`config.mk`:
```
export PLATFORM = sky130hd
export DESIGN_NAME = ebt_phase_timer
export DESIGN_NICKNAME = d
export VERILOG_FILES = /design/src/ebt_pkg.sv /design/src/ebt_tick_div.sv /design/src/ebt_phase_timer.sv
export VERILOG_INCLUDE_DIRS = /design/src /design/src/src
export SDC_FILE = /design/constraint.sdc
export NUM_CORES = 1
export LEC_CHECK = 0
export ABC_CLOCK_PERIOD_IN_PS = 3200
export BUFFER_PORTS_ARGS = -buffer_cell sky130_fd_sc_hd__clkbuf_2
export CAP_MARGIN = 25
export CORE_MARGIN = 2
export CORE_UTILIZATION = 25
export DETAILED_ROUTE_END_ITERATION = 8
export PLACE_DENSITY = 0.46
export REMOVE_ABC_BUFFERS = 1
export SYNTH_ARGS = -nofsm -noshare
export SYNTH_HDL_FRONTEND = slang
export SYNTH_SLANG_ARGS = --single-unit
```
`constraint.sdc`:
```
create_clock -name i_mclk -period 3.2 [get_ports i_mclk]
set_input_delay 0.64 -clock i_mclk [delete_from_list [all_inputs] [get_ports i_mclk]]
set_output_delay 0.64 -clock i_mclk [all_outputs]
set_load 0.02 [all_outputs]
```
`src/ebt_map.svh`:
```
// Constants and field positions for the external bus phase timer
`ifndef EBT_MAP_SVH
`define EBT_MAP_SVH
`define EBT_NUM_CS 4
`define EBT_REG_CFG0 8'h00
`define EBT_REG_STATUS 8'h10
`define EBT_REG_DIV 8'h14
`define EBT_F_AB_LSB 0
`define EBT_F_AB_EXT_LSB 1
`define EBT_F_C_LSB 3
`define EBT_F_D_LSB 5
`define EBT_F_E_LSB 6
`define EBT_F_F_LSB 11
`define EBT_CFG_RESET 13'h1fff
`define EBT_DIV_RESET 8'h00
`define EBT_CFG_W 13
`endif

```
`src/ebt_pkg.sv`:
```
// Types for the external bus phase timer
package ebt_pkg;
  typedef enum logic [2:0] {
    EBT_IDLE,
    EBT_AB,
    EBT_C,
    EBT_D,
    EBT_E,
    EBT_F
  } ebt_phase_t;
endpackage : ebt_pkg

```
`src/ebt_tick_div.sv`:
```
// Bus clock period divider producing a one-cycle tick
`timescale 1ns/1ps
`default_nettype none
module ebt_tick_div (
  input wire logic i_mclk,
  input wire logic i_nrst,
  input wire logic [7:0] i_div,
  output logic o_tick
);
  logic [7:0] cnt_reg;
  logic [7:0] cnt_next;

  always_comb begin
    cnt_next = (cnt_reg >= i_div) ? 8'h00 : cnt_reg + 8'h01;
  end

  always_ff @(posedge i_mclk or negedge i_nrst) begin
    if (!i_nrst) begin
      cnt_reg <= 8'h00;
    end else begin
      cnt_reg <= cnt_next;
    end
  end

  assign o_tick = (cnt_reg >= i_div);
endmodule : ebt_tick_div
`default_nettype wire

```
`src/ebt_phase_timer.sv`:
```
// External bus cycle phase sequencer with per chip select timing
//
// Local design decisions: the register offsets and strobed register access.
`timescale 1ns/1ps
`default_nettype none
`include "ebt_map.svh"
module ebt_phase_timer
  import ebt_pkg::*;
(
  input wire logic i_mclk,
  input wire logic i_nrst,
  input wire logic [7:0] i_addr,
  input wire logic [31:0] i_wdata,
  input wire logic i_wr,
  input wire logic i_rd,
  output logic [31:0] o_rdata,
  input wire logic i_req,
  input wire logic [1:0] i_cs,
  output logic o_ack,
  output logic o_busy,
  output logic [2:0] o_phase,
  output logic o_tick,
  output logic o_done
);
  logic [`EBT_CFG_W-1:0] cfg_reg [`EBT_NUM_CS];
  logic [`EBT_CFG_W-1:0] cfg_next [`EBT_NUM_CS];
  logic [7:0] div_reg;
  logic [7:0] div_next;
  logic [31:0] rdata_reg;
  logic [31:0] rdata_next;
  ebt_phase_t phase_reg;
  ebt_phase_t phase_next;
  logic [5:0] cnt_reg;
  logic [5:0] cnt_next;
  logic [1:0] cs_reg;
  logic [1:0] cs_next;
  logic [1:0] last_cs_reg;
  logic [1:0] last_cs_next;
  logic first_reg;
  logic first_next;
  logic done_reg;
  logic done_next;
  logic tick;
  logic [`EBT_CFG_W-1:0] cfg;

  // Period length of a phase from the selected timing word
  function automatic logic [5:0] phase_len(
    input ebt_phase_t ph,
    input logic [`EBT_CFG_W-1:0] c,
    input logic win_change
  );
    logic [5:0] n;
    n = 6'h00;
    case (ph)
      EBT_AB: begin
        n = {5'h00, c[`EBT_F_AB_LSB]} + 6'h01;
        if (win_change) begin
          n = n + {4'h0, c[`EBT_F_AB_EXT_LSB +: 2]};
        end
      end
      EBT_C: n = {4'h0, c[`EBT_F_C_LSB +: 2]};
      EBT_D: n = {5'h00, c[`EBT_F_D_LSB]};
      EBT_E: n = {1'b0, c[`EBT_F_E_LSB +: 5]} + 6'h01;
      EBT_F: n = {4'h0, c[`EBT_F_F_LSB +: 2]};
      default: n = 6'h00;
    endcase
    return n;
  endfunction : phase_len

  // Next phase in the fixed order, skipping empty ones
  function automatic ebt_phase_t after(
    input ebt_phase_t ph,
    input logic [`EBT_CFG_W-1:0] c
  );
    ebt_phase_t p;
    p = ph;
    case (ph)
      EBT_AB: p = EBT_C;
      EBT_C: p = EBT_D;
      EBT_D: p = EBT_E;
      EBT_E: p = EBT_F;
      default: p = EBT_IDLE;
    endcase
    if (p == EBT_C && phase_len(EBT_C, c, 1'b0) == 6'h00) begin
      p = EBT_D;
    end
    if (p == EBT_D && phase_len(EBT_D, c, 1'b0) == 6'h00) begin
      p = EBT_E;
    end
    if (p == EBT_F && phase_len(EBT_F, c, 1'b0) == 6'h00) begin
      p = EBT_IDLE;
    end
    return p;
  endfunction : after

  ebt_tick_div u_div (
    .i_mclk(i_mclk),
    .i_nrst(i_nrst),
    .i_div(div_reg),
    .o_tick(tick)
  );

  assign cfg = cfg_reg[cs_reg];

  // Register file
  always_comb begin
    cfg_next = cfg_reg;
    div_next = div_reg;
    rdata_next = 32'h0000_0000;
    if (i_wr) begin
      if (i_addr[7:4] == 4'h0 && i_addr[1:0] == 2'b00) begin
        cfg_next[i_addr[3:2]] = i_wdata[`EBT_CFG_W-1:0];
      end else if (i_addr == `EBT_REG_DIV) begin
        div_next = i_wdata[7:0];
      end
    end
    if (i_rd) begin
      if (i_addr[7:4] == 4'h0 && i_addr[1:0] == 2'b00) begin
        rdata_next = {19'h00000, cfg_reg[i_addr[3:2]]};
      end else if (i_addr == `EBT_REG_STATUS) begin
        rdata_next = {20'h00000, last_cs_reg, cnt_reg, 1'b0, phase_reg};
      end else if (i_addr == `EBT_REG_DIV) begin
        rdata_next = {24'h000000, div_reg};
      end
    end
  end

  // Phase sequencer; one count step per bus clock period
  always_comb begin
    phase_next = phase_reg;
    cnt_next = cnt_reg;
    cs_next = cs_reg;
    last_cs_next = last_cs_reg;
    first_next = first_reg;
    done_next = 1'b0;
    case (phase_reg)
      EBT_IDLE: begin
        if (i_req && tick) begin
          cs_next = i_cs;
          phase_next = EBT_AB;
          cnt_next = phase_len(EBT_AB, cfg_reg[i_cs],
                               first_reg || (i_cs != last_cs_reg));
          last_cs_next = i_cs;
          first_next = 1'b0;
        end
      end
      EBT_AB, EBT_C, EBT_D, EBT_E, EBT_F: begin
        if (tick) begin
          if (cnt_reg > 6'h01) begin
            cnt_next = cnt_reg - 6'h01;
          end else begin
            phase_next = after(phase_reg, cfg);
            cnt_next = phase_len(after(phase_reg, cfg), cfg, 1'b0);
            done_next = (after(phase_reg, cfg) == EBT_IDLE);
          end
        end
      end
      default: begin
        phase_next = EBT_IDLE;
        cnt_next = 6'h00;
      end
    endcase
  end

  always_ff @(posedge i_mclk or negedge i_nrst) begin
    if (!i_nrst) begin
      for (int i = 0; i < `EBT_NUM_CS; i++) begin
        cfg_reg[i] <= `EBT_CFG_RESET;
      end
      div_reg <= `EBT_DIV_RESET;
      rdata_reg <= 32'h0000_0000;
      phase_reg <= EBT_IDLE;
      cnt_reg <= 6'h00;
      cs_reg <= 2'h0;
      last_cs_reg <= 2'h0;
      first_reg <= 1'b1;
      done_reg <= 1'b0;
    end else begin
      cfg_reg <= cfg_next;
      div_reg <= div_next;
      rdata_reg <= rdata_next;
      phase_reg <= phase_next;
      cnt_reg <= cnt_next;
      cs_reg <= cs_next;
      last_cs_reg <= last_cs_next;
      first_reg <= first_next;
      done_reg <= done_next;
    end
  end

  assign o_rdata = rdata_reg;
  assign o_ack = (phase_reg == EBT_IDLE) && i_req && tick;
  assign o_busy = (phase_reg != EBT_IDLE);
  assign o_phase = phase_reg;
  assign o_tick = tick;
  assign o_done = done_reg;
endmodule : ebt_phase_timer
`default_nettype wire

```
==> results.yml <==
run_status:
  status: "finished clean"
logic_synthesis:
  yosysWarnings: 0
  netlist_area_um2: 5430
  synth_enable_flop_cells: 0
  ys_ff_latch: 94
  yosysSeqAreaShare: 0.446
  async_reset_ff_frac: 1.00
  synth_cells: 455
  synth.distinct_cells: 63
  syn_avg_cell_area_um2: 11.9
  synth-main-ff-cell: "dfstp_2"
flow_run:
  maxCapViolCount: 0
cells_and_area:
  final_core_utilization: 0.293
  synthToLayoutAreaGrowth_pct: 14.4
  largest_reg_flops: 52
  drive_gt1_frac: 0.431
  fin_nets: 561
  diodes: 0
  nFillCells: 2152
route:
  wire_per_inst_um: 18.1
  routed_wl_mm: 14.1
  vias_per_cell: 4.83
  first_iter_violations: 176
  ant_nets: 0
  vias: 3762
  route.detailed.drc: 0
  drtPass1Iterations: 4
critical_path:
  r2r_cells: 6
  crit_fanout: 12
  crit_type: "flip-flop to primary output"
  required_ps: 2560
  end_kind: "primary output"
  arrival_ps: 2320
  cp-start-kind: "flip-flop"
clock_network:
  numCtsBuffers: 9
  cts-root-buf: "clkbuf_16"
  post_cts_buffers: 0
  clk_pin_slew_ps: 70
  cts.sinks: 94
  holdBufCountCts: 0
  worst_skew_pair.late_latency_ps: 350
  clock_path_buffers: 2
  cts_tree: "yes"
  h-tree-depth: 3
global_route:
  track_usage: 0.128
  overflow: 0
  antenna_found_initial: 0
  grt_max_degree: 53
  grt_pass1_wl_mm: 21.9
  grt_pass1_vias: 3821
timing:
  report.final.slew_viol_count: 0
  setup_viol: 0
  slew_headroom: 0.529
  fin_tns_setup_ps: 0
  rsz0062_at_grt: "false"
  hold_viol: 0
  min_period_ps: 2960
  fmax_mhz: 337
  period_share: 0.926
  skew_ps: 5.99
  worstMarginPinSlew_ps: 707
floorplan:
  initial_core_util: 0.257
  rows: 53
  die_area_um2: 22900
  die_h_um: 151
  die_w_um: 151
  coreArea_um2: 21200
  ios: 86
place:
  io_buffers: 47
  hpwl_mm: 10.5
  place.gp.congestion: 0.821
pwr:
  powerDensity_nw_per_um2: 513
  p_leak_uw: 0.00264
  ir_drop_v: 0.000186
min_path:
  hold_path.class: "input port to async pin"
-- repair_timing --
item	4_1_cts	5_1_grt
endpoints found under the setup margin	1	2
cloned	0	0
endpoints found under the hold margin	0	0
resized for setup	1	2
-- cells by family after synthesis --
| group | count (synthesis) | share of synthesized area |
|---|---|---|
| other | 1 | 0.000691 |
| and+or+nand+nor | 113 | 0.113 |
| xor gates and xnor gates | 14 | 0.0226 |
| buffers and inverters | 61 | 0.0609 |
| adders and majority gates | 14 | 0.0337 |
| DFF | 94 | 0.446 |
| AOI/OAI and AO/OA | 76 | 0.0994 |
| muxes | 82 | 0.224 |
-- where the power goes --
part | internal (uW) | switching [uW]
combinational | 288 | 440
sequential | 1300 | 112
clock | 585 | 458
total | 2170 | 1010
-- layout by cell type (no fill, tap or decap), drive strengths merged, types with 2 or more instances in the layout --
cell / count
a211o: 2
a21boi: 7
a21oi: 6
a22oi: 12
a31oi: 2
and2: 2
and3: 5
buf: 13
clkbuf: 58
clkinv: 3
conb: 19
dfrtp: 41
dfstp: 53
ha: 13
inv: 18
mux2: 55
mux4: 26
nand2: 28
nand2b: 4
nand3: 16
nand4: 3
nor2: 21
nor2b: 12
nor3: 10
o211ai: 2
o21ai: 22
o21bai: 2
o22ai: 3
o311a: 2
o311ai: 2
o32ai: 2
or4: 2
or4b: 2
xnor2: 6
xor2: 8
-- synthesized netlist by cell type (all sizes together), types with 4 or more instances --
| cell | count | area [um2] |
|---|---|---|
| nand2b | 4 | 25.0 |
| nor3 | 10 | 76.3 |
| o21ai | 22 | 110 |
| nor2b | 12 | 75.1 |
| mux4 | 26 | 586 |
| nand2 | 28 | 105 |
| xor2 | 8 | 70.1 |
| buf | 32 | 221 |
| dfrtp | 41 | 1030 |
| a21boi | 7 | 52.6 |
| xnor2 | 6 | 52.6 |
| clkbuf | 11 | 41.3 |
| ha | 13 | 163 |
| a22oi | 12 | 90.1 |
| nand3 | 16 | 80.1 |
| inv | 18 | 67.6 |
| a21oi | 6 | 30.0 |
| nor2 | 21 | 78.8 |
| mux2 | 55 | 619 |
| dfstp | 53 | 1390 |
| and3 | 5 | 31.3 |
-- path summary, 6_finish.rpt --
| path | start | end | slack, ps |
|---|---|---|---|
| max | u_div.cnt_reg[0] | o_tick | 240 |
| max reg2reg | last_cs_reg[0] | cnt_reg[1] | 650 |
| max in group asynchronous | i_nrst | cfg_reg[27] | 2190 |
| min | i_nrst | o_phase[2] | 280 |
| min reg2reg | first_reg | first_reg | 500 |
| min in group i_mclk | first_reg | first_reg | 500 |
-- worst max-delay path, cell delays in order, from the launching register on --
cell	delay, ps
dfrtp_1	430
inv_1	70
ha_1	270
nand2b_1	120
a211oi_1	100
o311a_1	440
nor2_4	320
clkbuf_2	240
-- final cells by class --
cell class	instances	area, um2	area share
Multi-Input combinational cell	318	2750	0.443
Sequential cell	94	2420	0.390
Tap cell	275	344	0.0554
Timing Repair Buffer	59	340	0.0548
Clock buffer	12	267	0.0429
Inverter	18	67.6	0.0109
Clock inverter	3	18.8	0.00302
-- through the flow --
step,setup WS (ps),instances,power (uW),hold WS [ps],cell area [um2]
final,236,779,3180,275,6210
after global routing,80.8,779,3350,321,6210
after CTS,26.8,779,3220,297,6200
after detailed placement,161,764,2150,487,5920
after global placement,158,764,2130,483,5920
after floorplan,473,430,1880,344,5230
-- layer usage --
layer	part of all wire	up-vias	global-route usage	wire length, um
met5	0	-	0	0
met2	0.49	87	0.212	6940
met4	0.015	0	0.0355	211
li1	-	1728	-	-
met3	0.039	12	0.0301	550
met1	0.45	1935	0.167	6390
Power figures use the tool's default switching activity.
